File: config.mk
export PLATFORM = sky130hd
export DESIGN_NAME = light_param_and_result_regs
export DESIGN_NICKNAME = d
export VERILOG_FILES = /design/src/logic/light_regs_pkg.sv /design/src/logic/conv_accumulator.sv /design/src/logic/light_param_and_result_regs.sv
export SDC_FILE = /design/constraint.sdc
export NUM_CORES = 1
export LEC_CHECK = 0
export ABC_CLOCK_PERIOD_IN_PS = 4200
export BUFFER_PORTS_ARGS = -buffer_cell sky130_fd_sc_hd__clkbuf_2
export CORE_ASPECT_RATIO = 0.6
export CORE_MARGIN = 10
export CORE_UTILIZATION = 59
export DETAILED_ROUTE_END_ITERATION = 7
export HOLD_SLACK_MARGIN = 0.12
export PLACE_DENSITY = 0.84
export SYNTH_ARGS = -nofsm -noshare
export SYNTH_HDL_FRONTEND = slang
export SYNTH_SLANG_ARGS = --single-unit
File: constraint.sdc
create_clock -name CLK -period 4.2 [get_ports CLK]
set_input_delay 0.63 -clock CLK [delete_from_list [all_inputs] [get_ports CLK]]
set_output_delay 0.63 -clock CLK [all_outputs]
set_load 0.02 [all_outputs]
File: src/logic/light_regs_pkg.sv
// Purpose: shared constants of the light parameter and result registers
// Assumes: byte-wide register port, addresses as seen by the two-wire slave
// Notes:   field positions refer to the ambient parameter register
package light_regs_pkg;
  localparam logic [7:0] ADDR_AMBIENT_PARAMETER   = 8'h84;
  localparam logic [7:0] ADDR_AMBIENT_RESULT_HIGH = 8'h85;
  localparam logic [7:0] ADDR_AMBIENT_RESULT_LOW  = 8'h86;
  localparam logic [7:0] ADDR_PROX_RESULT_HIGH    = 8'h87;
  localparam logic [7:0] ADDR_PROX_RESULT_LOW     = 8'h88;
  localparam int         POS_CONT_CONV            = 7;
  localparam int         POS_RATE_HI              = 6;
  localparam int         POS_RATE_LO              = 4;
  localparam int         POS_OFFSET_EN            = 3;
  localparam int         POS_AVG_HI               = 2;
  localparam int         POS_AVG_LO               = 0;
  localparam logic       RST_CONT_CONV            = 1'b0;
  localparam logic [2:0] RST_RATE                 = 3'h0;
  localparam logic       RST_OFFSET_EN            = 1'b1;
  localparam logic [2:0] RST_AVG                  = 3'h5;
  localparam logic [7:0] RST_AMBIENT_PARAMETER    = {RST_CONT_CONV, RST_RATE,
                                                     RST_OFFSET_EN, RST_AVG};
  localparam logic [15:0] RST_RESULT              = 16'h0000;
  localparam int         AVG_EXTRA_BITS           = 7;
endpackage : light_regs_pkg

File: src/logic/conv_accumulator.sv
// Purpose: sums 2^N single conversions and returns their average
// Assumes: samples arrive as one-cycle strobes on the same clock
// Notes:   a start pulse discards any partial sum
`timescale 1ns/100ps
`default_nettype none
module conv_accumulator
  import light_regs_pkg::*;
#(
  parameter int DATA_W = 16
) (
  // clock and reset
  input  wire logic              clk,
  input  wire logic              srst,
  // control
  input  wire logic              start,
  input  wire logic [2:0]        avg_code,
  // samples in
  input  wire logic              sample_valid,
  input  wire logic [DATA_W-1:0] sample,
  // average out
  output logic                   mean_valid,
  output logic [DATA_W-1:0]      mean
);
  localparam int ACC_W = DATA_W + AVG_EXTRA_BITS;

  logic [ACC_W-1:0]          acc;
  logic [AVG_EXTRA_BITS-1:0] count;
  logic [2:0]                code;
  logic [ACC_W-1:0]          next_acc;
  logic                      last;

  assign next_acc = acc + {{AVG_EXTRA_BITS{1'b0}}, sample};
  // 2^N conversions per cycle, N latched at start
  assign last = (count == AVG_EXTRA_BITS'((1 << code) - 1));

  // sum and count; code held so a mid-run change cannot corrupt the divide
  always_ff @(posedge clk) begin
    if (srst || start) begin
      acc   <= '0;
      count <= '0;
      code  <= avg_code;
    end else if (sample_valid) begin
      acc   <= last ? '0 : next_acc;
      count <= last ? '0 : count + 1'b1;
    end
  end

  // divide by a power of two is a plain shift
  always_ff @(posedge clk) begin
    if (srst) begin
      mean_valid <= 1'b0;
      mean       <= '0;
    end else begin
      mean_valid <= sample_valid && last && !start;
      if (sample_valid && last && !start) begin
        mean <= DATA_W'(next_acc >> code);
      end
    end
  end
endmodule : conv_accumulator
`default_nettype wire

File: src/logic/light_param_and_result_regs.sv
// Purpose: ambient parameter register, ambient and proximity result pairs
// Assumes: register port driven by the two-wire slave on CLK
// Notes:   front-end strobes are synchronous to CLK
// What this block does
// - continuous-conversion bit, writable, 1 enables, resets disabled
// - offset compensation enable bit, writable, resets to enabled
// - when enabled, measure offset first and subtract it from the reading
// - averaging code N gives 2^N conversions; result is their average
// - averaging field resets to 101, thirty-two conversions
// - parameter writes wait while self-timed runs, apply once it is switched off
// - ambient result is 16 bits, high byte at 85h, low at 86h
// - ambient result bytes are read-only; writes never change them
// - proximity result is 16 bits, high byte at 87h, low at 88h
// - proximity result bytes are read-only; low byte holds bits 7:0
// - parameter fields: bit7 cont, bits6:4 rate, bit3 offset, bits2:0 avg
`timescale 1ns/100ps
`default_nettype none
module light_param_and_result_regs
  import light_regs_pkg::*;
#(
  parameter int DATA_W = 16
) (
  // clock and reset
  input  wire logic              CLK,
  input  wire logic              SRST,
  // register port
  input  wire logic [7:0]        REG_ADDR,
  input  wire logic              REG_WR,
  input  wire logic [7:0]        REG_WDATA,
  output logic [7:0]             REG_RDATA,
  // mode from the measurement sequencer
  input  wire logic              SELF_TIMED,
  input  wire logic              MEAS_START,
  // ambient front end
  output logic                   OFFSET_REQ,
  input  wire logic              OFFSET_VALID,
  input  wire logic [DATA_W-1:0] OFFSET_DATA,
  output logic                   CONV_REQ,
  input  wire logic              CONV_VALID,
  input  wire logic [DATA_W-1:0] CONV_DATA,
  output logic                   ALS_DONE,
  // proximity front end
  input  wire logic              PROX_VALID,
  input  wire logic [DATA_W-1:0] PROX_DATA,
  // applied ambient settings
  output logic                   CONT_CONV,
  output logic [2:0]             ALS_RATE
);
  typedef enum logic [2:0] {
    ST_IDLE = 3'b001,
    ST_OFFS = 3'b010,
    ST_CONV = 3'b100
  } meas_e;

  meas_e             state;
  meas_e             next_state;
  logic [7:0]        param;
  logic [7:0]        applied;
  logic [DATA_W-1:0] offset;
  logic [DATA_W-1:0] ambient;
  logic [DATA_W-1:0] proximity;
  logic [DATA_W-1:0] corrected;
  logic              mean_valid;
  logic [DATA_W-1:0] mean;
  logic              start_run;
  logic              offset_en;

  // averaging field extraction shared by the accumulator hookup and the checks
  function automatic logic [2:0] avg_field(input logic [7:0] p);
    avg_field = p[POS_AVG_HI:POS_AVG_LO];
  endfunction : avg_field

  // software copy; reset value 0000_1101
  always_ff @(posedge CLK) begin
    if (SRST) begin
      param <= RST_AMBIENT_PARAMETER;
    end else if (REG_WR && REG_ADDR == ADDR_AMBIENT_PARAMETER) begin
      param <= REG_WDATA;
    end
  end

  // applied copy freezes while self-timed runs; re-latched once it is off
  always_ff @(posedge CLK) begin
    if (SRST) begin
      applied <= RST_AMBIENT_PARAMETER;
    end else if (!SELF_TIMED) begin
      applied <= param;
    end
  end

  assign CONT_CONV = applied[POS_CONT_CONV];
  assign ALS_RATE  = applied[POS_RATE_HI:POS_RATE_LO];
  assign offset_en = applied[POS_OFFSET_EN];

  // continuous conversion restarts right after each result
  assign start_run = (state == ST_IDLE) && (MEAS_START || (CONT_CONV && ALS_DONE));

  // measurement sequencer
  always_comb begin
    next_state = state;
    unique case (state)
      ST_IDLE: if (start_run) next_state = offset_en ? ST_OFFS : ST_CONV;
      ST_OFFS: if (OFFSET_VALID) next_state = ST_CONV;
      ST_CONV: if (mean_valid) next_state = ST_IDLE;
      default: next_state = ST_IDLE;
    endcase
  end

  always_ff @(posedge CLK) begin
    if (SRST) begin
      state <= ST_IDLE;
    end else begin
      state <= next_state;
    end
  end

  assign OFFSET_REQ = (state == ST_OFFS);
  assign CONV_REQ   = (state == ST_CONV);

  // offset held for the run; cleared so a disabled run subtracts nothing
  always_ff @(posedge CLK) begin
    if (SRST || (start_run && !offset_en)) begin
      offset <= '0;
    end else if (state == ST_OFFS && OFFSET_VALID) begin
      offset <= OFFSET_DATA;
    end
  end

  conv_accumulator #(
    .DATA_W (DATA_W)
  ) u_acc (
    .clk          (CLK),
    .srst         (SRST),
    .start        (start_run),
    .avg_code     (avg_field(applied)),
    .sample_valid (CONV_VALID && state == ST_CONV),
    .sample       (CONV_DATA),
    .mean_valid   (mean_valid),
    .mean         (mean)
  );

  // clamp at zero: an offset above the reading means darkness, not wrap
  assign corrected = (mean > offset) ? mean - offset : '0;

  // whole 16-bit word in one edge so a pair never mixes old and new
  always_ff @(posedge CLK) begin
    if (SRST) begin
      ambient  <= RST_RESULT;
      ALS_DONE <= 1'b0;
    end else begin
      ALS_DONE <= mean_valid && state == ST_CONV;
      if (mean_valid && state == ST_CONV) begin
        ambient <= corrected;
      end
    end
  end

  always_ff @(posedge CLK) begin
    if (SRST) begin
      proximity <= RST_RESULT;
    end else if (PROX_VALID) begin
      proximity <= PROX_DATA;
    end
  end

  // registered read mux; unmapped addresses read zero
  always_ff @(posedge CLK) begin
    if (SRST) begin
      REG_RDATA <= 8'h00;
    end else begin
      unique case (REG_ADDR)
        ADDR_AMBIENT_PARAMETER:   REG_RDATA <= param;
        ADDR_AMBIENT_RESULT_HIGH: REG_RDATA <= ambient[15:8];
        ADDR_AMBIENT_RESULT_LOW:  REG_RDATA <= ambient[7:0];
        ADDR_PROX_RESULT_HIGH:    REG_RDATA <= proximity[15:8];
        ADDR_PROX_RESULT_LOW:     REG_RDATA <= proximity[7:0];
        default:                  REG_RDATA <= 8'h00;
      endcase
    end
  end
endmodule : light_param_and_result_regs
`default_nettype wire

# [Word level (Yosys, flattened, before mapping)]
# Index checks and enable logic that the tools add are counted.
[totals] inputBits=72 out_inout_bits=15 ff_bits=126
[classes] reduce_logical=15 add_sub_neg=4 n_lt_le_gt_ge=1 n_eq_ne=12 n_mux=9 shift=2
[op_table] op="8-bit == test, second input constant" n=5
[op_table] op="8-bit one-hot mux with 5 select lines" n=1
[op_table] op="23-bit by 16-bit adder with 23-bit output" n=1
[op_table] op="23-bit two-way mux" n=1
[op_table] op="23-bit by 3-bit right shift with 16-bit output" n=1
[op_table] op="16-bit > comparator" n=1
[op_table] op="16-bit two-way mux" n=1
[op_table] op="16-bit subtractor" n=1
[op_table] op="3-bit two-way mux" n=4
[op_table] op="1-bit logical AND" n=9
[op_table] op="3-bit one-hot mux with 3 select lines" n=1
[op_table] op="7-bit by 1-bit adder with 7-bit output, second input constant" n=1
[op_table] op="7-bit == test" n=1
[op_table] op="7-bit two-way mux" n=1
[op_table] op="1-bit by 3-bit left shift with 7-bit output, first input constant" n=1
[op_table] op="7-bit by 2-bit subtractor with 7-bit output, second input constant" n=1
[op_table] op="2-bit by 1-bit != test with 1-bit output, second input constant" n=2
[op_table] op="3-bit by 1-bit == test with 1-bit output, second input constant" n=1
[op_table] op="3-bit by 2-bit == test with 1-bit output, second input constant" n=1
[op_table] op="3-bit == test, second input constant" n=1
[op_table] op="1-bit logical OR" n=3
[op_table] op="3-bit AND reduction" n=1
[op_table] op="1-bit zero test" n=2
[op_table] op="2-bit != test, second input constant" n=1

# [Depth between registers and ports, before layout]
# Gate-level depths: netlist of the first run.
[depth] depth_word=5 mapped_depth=16

# [Hierarchy]
# From an unflattened synthesis of the first run, not the netlist that was laid out.
[hier_totals] cells_unflattened=933 hier_area_um2=7850.0
[by_module_without_submodules] mod="conv_accumulator" area_per_inst_um2=4008.8 seq_area_each_um2=1031.0 cells_each=499 n_inst=1
[by_module_without_submodules] mod="light_param_and_result_regs" area_per_inst_um2=3841.2 seq_area_each_um2=1521.5 cells_each=434 n_inst=1

# [Worst setup path after synthesis of the first run]
# OpenSTA, ideal clock, no wires.
[synth_timing] kind="flip-flop to flip-flop" startpoint="register u_acc.code[0]" endpoint="register u_acc.mean[12]" synth_period_minus_slack_ps=3580 n_path_buf=4 stages_incl_launch_ff=17 arrival_ps=3447 path_slack_ps=620 setup_time_ps=133 path_cell_list="edfxtp_1 -> clkbuf_1 -> inv_1 -> clkbuf_1 -> buf_1 -> nand2_1 -> ha_1 -> xnor2_1 -> mux2i_1 -> a32oi_1 -> or4_1 -> buf_2 -> nor2_4 -> nand2_1 -> a31oi_1 -> o2111a_1 -> nor4_1"
[synth_via] elab_chain_cells=5 word_cells_on_any_way=6
[synth_lines] element="start, declared" line="conv_accumulator.sv:28" source="logic [2:0] code;"
[synth_lines] element="start signal, assigned" line="conv_accumulator.sv:41" source="code <= avg_code;"
[synth_lines] element="1-bit by 3-bit left shift with 7-bit output" line="conv_accumulator.sv:34" source="assign last = (count == AVG_EXTRA_BITS'((1 << code) - 1));"
[synth_lines] element="7-bit by 2-bit subtractor with 7-bit output" line="conv_accumulator.sv:34"
[synth_lines] element="7-bit == test" line="conv_accumulator.sv:34"
[synth_lines] element="1-bit logical AND (2 in a row)" line="conv_accumulator.sv:55" source="if (sample_valid && last && !start) begin"
[synth_lines] element="end signal, assigned" line="conv_accumulator.sv:56" source="mean <= DATA_W'(next_acc >> code);"
[synth_lines] element="end, declared" line="conv_accumulator.sv:22" source="output logic [DATA_W-1:0] mean"
# Several ways; a longest one is shown, not always the timed one.
# A chain may end at the register's enable or synchronous reset.

# [Worst setup path after layout of the first run]
[layout_timing] startpoint="register u_acc.code[2]" endpoint="register u_acc.mean[4]"
# The elaborated chain is that of the path after synthesis.

==> results of run 1 <==
-- state kept, by name (all words and copies together) (netlist names) --
name	cells
u_acc.acc	23
ambient	16
offset	16
proximity	16
u_acc.mean	16
REG_RDATA	8
applied	8
param	8
u_acc.count	7
state	3
u_acc.code	3
ALS_DONE	1
u_acc.mean_valid	1
-- kinds of logic (layout without fill, tap and decap cells) --
logic type,after synthesis,in the layout,share of synthesized area (%)
simple gates,331,331,19.7
compound gates,254,254,22.8
flops,126,126,34.0
buf+inv,90,163,4.83
mux,55,55,7.73
xor+xnor,41,41,4.78
fa+ha+maj,36,36,6.19
other cells,0,1,0
-- area by class of cell --
class / count / area (um2) / share of cell area [%]
Inverter: 35 / 131 / 1.53
Clock buffer: 17 / 425 / 4.97
Clock inverter: 15 / 138 / 1.61
Multi-Input combinational cell: 717 / 4600 / 53.7
Timing Repair Buffer: 96 / 505 / 5.90
Tap cell: 165 / 206 / 2.41
Antenna cell: 1 / 2.50 / 0.0292
Sequential cell: 126 / 2550 / 29.8
-- worst max path at each step --
stage / endpoint / depth (start not counted) / startpoint / slack, ns
2_1_floorplan: u_acc.mean[12]$_SDFFE_PP0P_ / 16 / u_acc.code[0]$_DFFE_PP_ / 0.62
3_3_place_gp: u_acc.mean[7]$_SDFFE_PP0P_ / 13 / CONV_DATA[0] / 0.71
3_5_place_dp: u_acc.mean[7]$_SDFFE_PP0P_ / 13 / CONV_DATA[0] / 0.58
4_1_cts: u_acc.mean[4]$_SDFFE_PP0P_ / 11 / u_acc.code[2]$_DFFE_PP_ / 0.95
5_1_grt: u_acc.mean[4]$_SDFFE_PP0P_ / 11 / u_acc.code[2]$_DFFE_PP_ / 0.69
6_report: u_acc.mean[4]$_SDFFE_PP0P_ / 11 / u_acc.code[2]$_DFFE_PP_ / 0.91
-- worst min-delay path, delay by kind of cell --
kind                   cells  cell delay [ns]
AO/OA/AOI/OAI              1             0.05
buffers and inverters      1             0.08
AND/OR/NAND/NOR            1             0.05
-- power breakdown --
group / switching [mW] / internal, mW / leakage [nW]
logic: 0.222 / 0.145 / 2.25
clock network: 0.633 / 0.786 / 0.279
registers: 0.0161 / 1.22 / 1.02
-- layout by cell type (no fill, tap or decap), drive strengths merged, types with 3 or more instances in the layout --
cell type / Yosys / final
a21oi: 87 / 87
a211oi: 15 / 15
xnor2: 22 / 22
and2: 6 / 6
nand4: 10 / 10
a31oi: 8 / 8
o21a: 5 / 5
nand2b: 10 / 10
dfxtp: 123 / 123
nand3: 31 / 31
a22oi: 32 / 32
edfxtp: 3 / 3
nor2: 123 / 123
o22ai: 5 / 5
or3: 4 / 4
or2: 4 / 4
o31ai: 6 / 6
mux2i: 40 / 40
a21o: 17 / 17
nor3: 14 / 14
buf: 17 / 10
xor2: 19 / 19
o21bai: 5 / 5
o2111ai: 3 / 3
o21ai: 37 / 37
ha: 34 / 34
a32o: 3 / 3
nor4: 6 / 6
nand2: 106 / 106
o211ai: 7 / 7
nor2b: 4 / 4
mux2: 14 / 14
clkbuf: 38 / 103
a221oi: 9 / 9
o31a: 3 / 3
inv: 34 / 47
-- per-layer routing --
metal  up-vias  GRT usage (%)  routed length, um
met5         -              0                  0
met4         0           5.10                219
met3        30           6.20               2250
met2       372           32.9               8310
met1      3334           32.3               9610
li1       3465              -                  -
==> flow_metrics.env, run 1 <==
export IMPL_crit_family="simple AND/OR/NAND/NOR gates"
export IMPL_cts_resized=0
export IMPL_relSlewSlack_pct=29.4
export IMPL_whs_endpoint="offset[7]$_SDFFE_PP0P_"
export IMPL_gr_total_overflow=0
export IMPL_hold_path_class="input port to flip-flop"
export IMPL_synth_cells=933
export IMPL_outcome="completed"
export IMPL_start_util_pct=61.3
export IMPL_min_period_ns=3.29
export IMPL_hold_viol_final=0
export IMPL_fp_dieH_um=107
export IMPL_finalSetupTns_ns=0
export IMPL_fmax_mhz=304
export IMPL_seq_area_frac_synth_pct=34.0
export IMPL_r2r_start="u_acc.code[2]$_DFFE_PP_"
export IMPL_antenna_found_initial=0
export IMPL_design_power_total_mw=3.02
export IMPL_required_ns=4.52
export IMPL_hold_buffers=0
export IMPL_grt_pass1_vias=6792
export IMPL_place_area_um2=8000
export IMPL_cts_root_buf="clkbuf_16"
export IMPL_crit_arrival_ns=3.61
export IMPL_grt_max_degree=30
export IMPL_via_per_inst=6.14
export IMPL_yosys_warnings=0
export IMPL_dpl_worst_slack_ns=0.583
export IMPL_num_rows=31
export IMPL_vdd_ir_drop_worst_uv=327
export IMPL_ff2ff_path_depth=11
export IMPL_gp_congestion=0.976
export IMPL_hold_depth=3
export IMPL_routedWlPerCell_um=17.4
export IMPL_finalCritPeriodShare_pct=78.3
export IMPL_syn_nets=1041
export IMPL_crit_slowest_cell="or4_1"
export IMPL_tritoncts="built"
export IMPL_totalWireLength_mm=20.4
export IMPL_track_usage_pct=22.6
export IMPL_drive_above_1_share_pct=16.3
export IMPL_floorplan_core_area_um2=12300
export IMPL_dp_cells=1139
export IMPL_criticalPathCategory="flip-flop to flip-flop"
export IMPL_yosysMostFrequentCell="dfxtp_1"
export IMPL_async_reset_ff_share_pct=0
export IMPL_grt_first_pass_wirelength_mm=34.2
export IMPL_antenna_left=0
export IMPL_cts_sinks=126
export IMPL_fillers=987
export IMPL_die_x_um=166
export IMPL_setup_worst_path_end_class="flip-flop"
export IMPL_rrSetupSlack_ns=0.91
export IMPL_clock_latency_ns=0.42
export IMPL_worst_slack_ns=0.910
export IMPL_htreeDepth=4
export IMPL_fin_nets=1101
export IMPL_tightest_slew_ns=1.06
export IMPL_synth_top_area_share_pct=32.8
export IMPL_ys_ff_latch=126
export IMPL_r2r_end="u_acc.mean[4]$_SDFFE_PP0P_"
export IMPL_cts_setup_buffers=0
export IMPL_ys_top_cells_by_count="dfxtp_1 (123), nor2_1 (121), nand2_1 (106)"
export IMPL_slew_violations=0
export IMPL_hp_start="OFFSET_DATA[7]"
export IMPL_io_buffers=86
export IMPL_finClkSkew_ns=0.00769
export IMPL_first_iter_violations=830
export IMPL_p_per_area_nw_per_um2=353
export IMPL_critPathLaunchType="flip-flop"
export IMPL_cpPeakStageDelay_ns=0.61
export IMPL_syn_to_final_growth_pct=14.0
export IMPL_synth_top_cells_by_area="dfxtp_1 (33%), nor2_1 (6.0%), ha_1 (5.7%), a21oi_1 (5.5%), mux2i_1 (5.3%)"
export IMPL_die_area_um2=17800
export IMPL_finalNonFillerCells=1172
export IMPL_crit_fanout=18
export IMPL_dp_hpwl_mm=15.0
export IMPL_rsz0062_at_grt="no"
export IMPL_drt_pass1_iterations=5
export IMPL_path_buf_inv=1
export IMPL_numCtsBuffers=17
export IMPL_finalSetupViolations=0
export IMPL_crit_chain="nor2_1 > nand2_1 > ha_1 > xnor2_1 > mux2i_1 > a32oi_1 > or4_1 > nor2_4 > buf_4 > o21ai_1 > a211oi_1"
export IMPL_cellLeakagePower_nw=3.54
export IMPL_ys_flop_type="dfxtp_1"
export IMPL_drc_errors=0
export IMPL_syn_area_per_cell_um2=8.05
export IMPL_final_area_um2=8560
export IMPL_hold_slack_ns=0.427
export IMPL_via_count=7201
export IMPL_clk_path_buf_depth=2
export IMPL_synthDistinctLibCells=73
export IMPL_io_pins=87
export IMPL_maxCapViolCount=0
export IMPL_clk_pin_slew_ns=0.06
export IMPL_syn_area_um2=7510
export IMPL_synth_top_cell_by_area="dfxtp_1"
export IMPL_utilization_pct=69.9
export IMPL_synth_edff_count=3
Power figures use the tool's default switching activity.
==> inputs of run 2 (changes only) <==
- ABC_CLOCK_PERIOD_IN_PS: 4200 -> 3320
- clock period: 4.2 -> 3.32 ns (I/O delays scaled with it)
==> flow_metrics.env, run 2 (synthesis gave the netlist of run 1 again) <==
export IMPL_antenna_left=0
export IMPL_seq_area_um2=2550
export IMPL_p_comb_share_pct=12.1
export IMPL_maxCapViolCount=0
export IMPL_p_int_mw=2.84
export IMPL_grt_first_pass_wirelength_mm=35.6
export IMPL_r2r_start="u_acc.code[2]$_DFFE_PP_"
export IMPL_hold_slack_ns=0.307
export IMPL_die_x_um=166
export IMPL_die_area_um2=17800
export IMPL_endpoint="u_acc.mean[15]$_SDFFE_PP0P_"
export IMPL_hold_path_class="input port to flip-flop"
export IMPL_cts_root_buf="clkbuf_16"
export IMPL_mostFrequentLayoutCells="dfxtp_1 (123), nor2_1 (120), nand2_1 (105)"
export IMPL_fmax_mhz=310
export IMPL_finClkSkew_ns=0.0102
export IMPL_fp_dieH_um=107
export IMPL_cts_sinks=126
export IMPL_slew_violations=0
export IMPL_largest_register="u_acc.acc"
export IMPL_totalWireLength_mm=21.8
export IMPL_crit_fanout=23
export IMPL_drt_pass1_iterations=8
export IMPL_tritoncts="built"
export IMPL_outcome="completed"
export IMPL_ff2ff_path_depth=11
export IMPL_via_count=7351
export IMPL_grt_pass1_vias=6896
export IMPL_tightest_slew_ns=0.814
export IMPL_diodes=0
export IMPL_rrSetupSlack_ns=0.1
export IMPL_drc_errors=0
export IMPL_first_iter_violations=1004
export IMPL_fillers=942
export IMPL_p_per_area_nw_per_um2=452
export IMPL_fin_nets=1115
export IMPL_cpPeakStageDelay_ns=0.51
export IMPL_clk_path_buf_depth=2
export IMPL_relSlewSlack_pct=45.7
export IMPL_htreeDepth=4
export IMPL_num_rows=31
export IMPL_largest_register_ff_count=23
export IMPL_gr_total_overflow=0
export IMPL_dp_hpwl_mm=15.3
export IMPL_io_buffers=86
export IMPL_clock_power_share_pct=48.1
export IMPL_worst_slack_ns=0.0950
export IMPL_io_pins=87
export IMPL_critical_path_startpoint="u_acc.code[2]$_DFFE_PP_"
export IMPL_via_per_inst=6.20
export IMPL_crit_chain="nor2_2 > nand2_1 > ha_1 > and4_1 > a211oi_1 > xnor2_1 > or4_1 > nor2_4 > buf_6 > o21ai_0 > a31oi_1"
export IMPL_hold_viol_final=0
export IMPL_track_usage_pct=23.7
export IMPL_floorplan_core_area_um2=12300
export IMPL_clock_latency_ns=0.42
export IMPL_antenna_found_initial=0
export IMPL_crit_arrival_ns=3.55
export IMPL_grt_max_degree=41
export IMPL_power_share_sequential_pct=39.8
export IMPL_syn_to_final_growth_pct=16.0
export IMPL_routedWlPerCell_um=18.4
export IMPL_setup_worst_path_end_class="flip-flop"
export IMPL_hold_buffers=0
export IMPL_start_util_pct=61.3
export IMPL_r2r_end="u_acc.mean[15]$_SDFFE_PP0P_"
export IMPL_numCtsBuffers=17
export IMPL_critPathLaunchType="flip-flop"
export IMPL_vdd_ir_drop_worst_uv=351
export IMPL_swShare_pct=28.0
export IMPL_cellLeakagePower_nw=3.63
export IMPL_final_common_cell="dfxtp_1"
export IMPL_criticalPathCategory="flip-flop to flip-flop"
export IMPL_rsz0062_at_grt="no"
export IMPL_finalCritPeriodShare_pct=97.1
export IMPL_multi_input_area_um2=4610
export IMPL_p_sw_mw=1.11
export IMPL_gp_congestion=0.971
export IMPL_drive_above_1_share_pct=17.7
export IMPL_clk_pin_slew_ns=0.06
export IMPL_required_ns=3.64
export IMPL_crit_slowest_cell="or4_1"
export IMPL_finalSetupViolations=0
export IMPL_dpl_worst_slack_ns=-0.0624
export IMPL_min_period_ns=3.22
-- run 2: cell count changes in the layout (fill, tap and decap cells not counted), sizes merged --
cell and change:
bufinv +1, inv -5, clkbuf +1, clkinvlp +1, clkinv +2, diode -1, buf +14
-- run 2: area by class of cell --
class / instances / share of cell area (%)
Tap cell: 165 / 2.37
Clock inverter: 14 / 1.71
Multi-Input combinational cell: 717 / 52.9
Sequential cell: 126 / 29.3
Clock buffer: 18 / 5.17
Timing Repair Buffer: 110 / 7.05
Inverter: 35 / 1.51
-- run 2: critical path, delay by kind of cell, from the launching register on --
| kind | cells | cell delay, ns |
|---|---|---|
| buffers and inverters | 1 | 0.24 |
| AND/OR/NAND/NOR | 5 | 1.18 |
| adder cells (fa/ha/maj) | 1 | 0.30 |
| XOR/XNOR | 1 | 0.20 |
| flip-flops | 1 | 0.40 |
| AO/OA/AOI/OAI | 3 | 0.81 |
-- run 2: worst min path at each step --
| stage | startpoint | to | slack (ns) | cells after the start |
|---|---|---|---|---|
| floorplan | applied[0]$_SDFFE_PP1N_ | u_acc.code[0]$_DFFE_PP_ | 0.41 | 0 |
| CTS | OFFSET_DATA[5] | offset[5]$_SDFFE_PP0P_ | 0.30 | 3 |
| global placement | applied[2]$_SDFFE_PP1N_ | u_acc.code[2]$_DFFE_PP_ | 0.42 | 0 |
| finish | OFFSET_DATA[5] | offset[5]$_SDFFE_PP0P_ | 0.31 | 3 |
| detailed placement | applied[2]$_SDFFE_PP1N_ | u_acc.code[2]$_DFFE_PP_ | 0.42 | 0 |
| global route | OFFSET_DATA[5] | offset[5]$_SDFFE_PP0P_ | 0.30 | 3 |
-- run 2: stage by stage --
stage / setup TNS [ns] / cell area (um2) / total power, mW / util (%) / std cells
6_report: 0 / 8720 / 3.94 / 71.1 / 1185
3_3_place_gp: 0 / 8100 / 2.05 / 66.1 / 1152
3_5_place_dp: -0.0624 / 8100 / 2.06 / 66.1 / 1152
4_1_cts: 0 / 8700 / 3.93 / 70.9 / 1184
5_1_grt: 0 / 8720 / 4.07 / 71.1 / 1185
2_1_floorplan: 0 / 7520 / 1.93 / - / 933
-- run 2: per-layer routing --
layer | GRT usage, % | vias up | part of all wire, %
met4 | 5.98 | 0 | 0.77
li1 | - | 3493 | -
met5 | 0 | - | 0
met2 | 34.4 | 444 | 42
met1 | 33.8 | 3391 | 46
met3 | 6.53 | 23 | 11
-- run 2: what timing repair did --
action	CTS	global route
setup endpoints to repair	0	37
hold endpoints to repair	0	0
setup buffers	0	1
gates resized for setup	0	4
-- run 2: power by group through the flow --
stage	clock network [mW]	registers, mW	logic (mW)
3_3_place_gp	0	1.60	0.451
5_1_grt	1.97	1.57	0.522
3_5_place_dp	0	1.60	0.457
2_1_floorplan	0	1.59	0.339
4_1_cts	1.90	1.57	0.467
6_report	1.90	1.57	0.478
==> inputs of run 3 (changes only) <==
- CORE_ASPECT_RATIO: 0.6 -> 1.4
==> flow_metrics.env, run 3 (synthesis gave the netlist of run 1 again) <==
export IMPL_first_iter_violations=482
export IMPL_rsz0062_at_grt="no"
export IMPL_io_pins=87
export IMPL_start_util_pct=60.4
export IMPL_die_area_um2=17700
export IMPL_hold_slack_ns=0.286
export IMPL_largest_register_ff_count=23
export IMPL_drc_errors=0
export IMPL_antenna_found_initial=0
export IMPL_grt_max_degree=42
export IMPL_cpPeakStageDelay_ns=0.40
export IMPL_numCtsBuffers=17
export IMPL_criticalPathCategory="flip-flop to flip-flop"
export IMPL_cts_resized=0
export IMPL_hold_buffers=0
export IMPL_htreeDepth=4
export IMPL_drt_pass1_iterations=6
export IMPL_syn_to_final_growth_pct=14.9
export IMPL_crit_fanout=2
export IMPL_finClkSkew_ns=0.00955
export IMPL_die_x_um=115
export IMPL_largest_register="u_acc.acc"
export IMPL_tritoncts="built"
export IMPL_p_per_area_nw_per_um2=442
export IMPL_clk_pin_slew_ns=0.06
export IMPL_track_usage_pct=22.1
export IMPL_finalSetupViolations=0
export IMPL_io_buffers=86
export IMPL_via_count=7062
export IMPL_fp_dieH_um=154
export IMPL_hold_viol_final=0
export IMPL_num_rows=48
export IMPL_clock_latency_ns=0.43
export IMPL_fin_nets=1112
export IMPL_drive_above_1_share_pct=17.4
export IMPL_slew_violations=0
export IMPL_antenna_left=0
export IMPL_grt_first_pass_wirelength_mm=32.3
export IMPL_cellLeakagePower_nw=3.60
export IMPL_relSlewSlack_pct=52.2
export IMPL_floorplan_core_area_um2=12400
export IMPL_min_period_ns=3.10
export IMPL_setup_worst_path_end_class="flip-flop"
export IMPL_crit_slowest_cell="fa_1"
export IMPL_critical_path_startpoint="u_acc.acc[0]$_SDFFE_PP0P_"
export IMPL_required_ns=3.69
export IMPL_hold_path_class="input port to flip-flop"
export IMPL_finalSetupTns_ns=0
export IMPL_vdd_ir_drop_worst_uv=292
export IMPL_fmax_mhz=323
export IMPL_cts_setup_buffers=0
export IMPL_grt_pass1_vias=6905
export IMPL_totalWireLength_mm=19.7
export IMPL_design_power_total_mw=3.81
export IMPL_hp_start="OFFSET_DATA[9]"
export IMPL_tightest_slew_ns=0.716
export IMPL_crit_chain="ha_1 > inv_1 > fa_1 > nand2b_1 > a211oi_2 > nor2_2 > o311ai_4 > o22ai_1 > or3_1 > mux2_2 > a221o_1 > a21oi_2"
export IMPL_clk_path_buf_depth=2
export IMPL_outcome="completed"
export IMPL_diodes=0
export IMPL_final_common_cell="dfxtp_1"
export IMPL_gr_total_overflow=0
export IMPL_finalCritPeriodShare_pct=93.3
export IMPL_gp_congestion=0.979
export IMPL_fillers=1002
export IMPL_r2r_start="u_acc.acc[0]$_SDFFE_PP0P_"
export IMPL_dp_hpwl_mm=14.4
export IMPL_routedWlPerCell_um=16.9
export IMPL_crit_arrival_ns=3.46
export IMPL_maxCapViolCount=0
export IMPL_mostFrequentLayoutCells="dfxtp_1 (123), nor2_1 (120), nand2_1 (105)"
export IMPL_critPathLaunchType="flip-flop"
export IMPL_cts_root_buf="clkbuf_16"
export IMPL_via_per_inst=6.05
export IMPL_cts_sinks=126
run 3: cell types whose count changed in the layout (fill, tap and decap cells not counted):
cell       previous run  this run
nor3_2                1         0
buf_6                 1         0
nor3_1               13        14
inv_8                 3         4
inv_6                 5         8
clkbuf_16            18        17
buf_4                23        21
clkinv_4              3         0
inv_4                 0         1
bufinv_16             1         0
run 3: power breakdown:
part	internal [mW]	switching, mW	total (mW)	leakage (nW)
clock	0.991	0.790	1.78	0.275
combinational	0.187	0.278	0.465	2.30
sequential	1.55	0.0219	1.57	1.02
total	2.72	1.09	3.81	3.60
run 3: per-stage QoR:
step / utilization, % / setup WS (ns) / cell area [um2] / std cells
after global placement: 64.8 / 0.0382 / 8060 / 1135
after CTS: 69.3 / 0.154 / 8620 / 1167
final: 69.4 / 0.222 / 8630 / 1167
after global routing: 69.4 / 0.0358 / 8630 / 1167
after floorplan: - / 0.0421 / 7520 / 933
after detailed placement: 64.8 / -0.00281 / 8060 / 1135
run 3: critical path, delay by kind of cell (launching register included):
family | cells | cell delay [ns]
compound gates | 5 | 1.18
buf+inv | 1 | 0.06
simple gates | 3 | 0.63
fa+ha+maj | 2 | 0.57
flops | 1 | 0.33
mux | 1 | 0.28
run 3: layout make-up:
| type | instances | area, um2 | share of cell area (%) |
|---|---|---|---|
| inverter | 35 | 131 | 1.52 |
| multi-input combinational | 717 | 4610 | 53.4 |
| timing repair buffer | 107 | 588 | 6.81 |
| clock inverter | 15 | 136 | 1.58 |
| tap | 150 | 188 | 2.17 |
| clock buffer | 17 | 425 | 4.93 |
| sequential | 126 | 2550 | 29.6 |
run 3: path summary, 6_finish.rpt:
path                                                    to  slack (ns)  depth (start not counted)
worst max register to register  u_acc.mean[7]$_SDFFE_PP0P_        0.22                         12
worst min register to register     u_acc.code[0]$_DFFE_PP_        0.43                          0
worst min-delay path                offset[9]$_SDFFE_PP0P_        0.29                          3
worst max-delay path            u_acc.mean[7]$_SDFFE_PP0P_        0.22                         12
run 3: routing by layer:
layer / vias up / global-route usage (%) / part of all wire (%)
li1: 3501 / - / -
met1: 3279 / 22.9 / 39
met2: 217 / 40.3 / 52
met3: 65 / 4.60 / 5.1
met4: 0 / 11.7 / 4.0
met5: - / 0 / 0
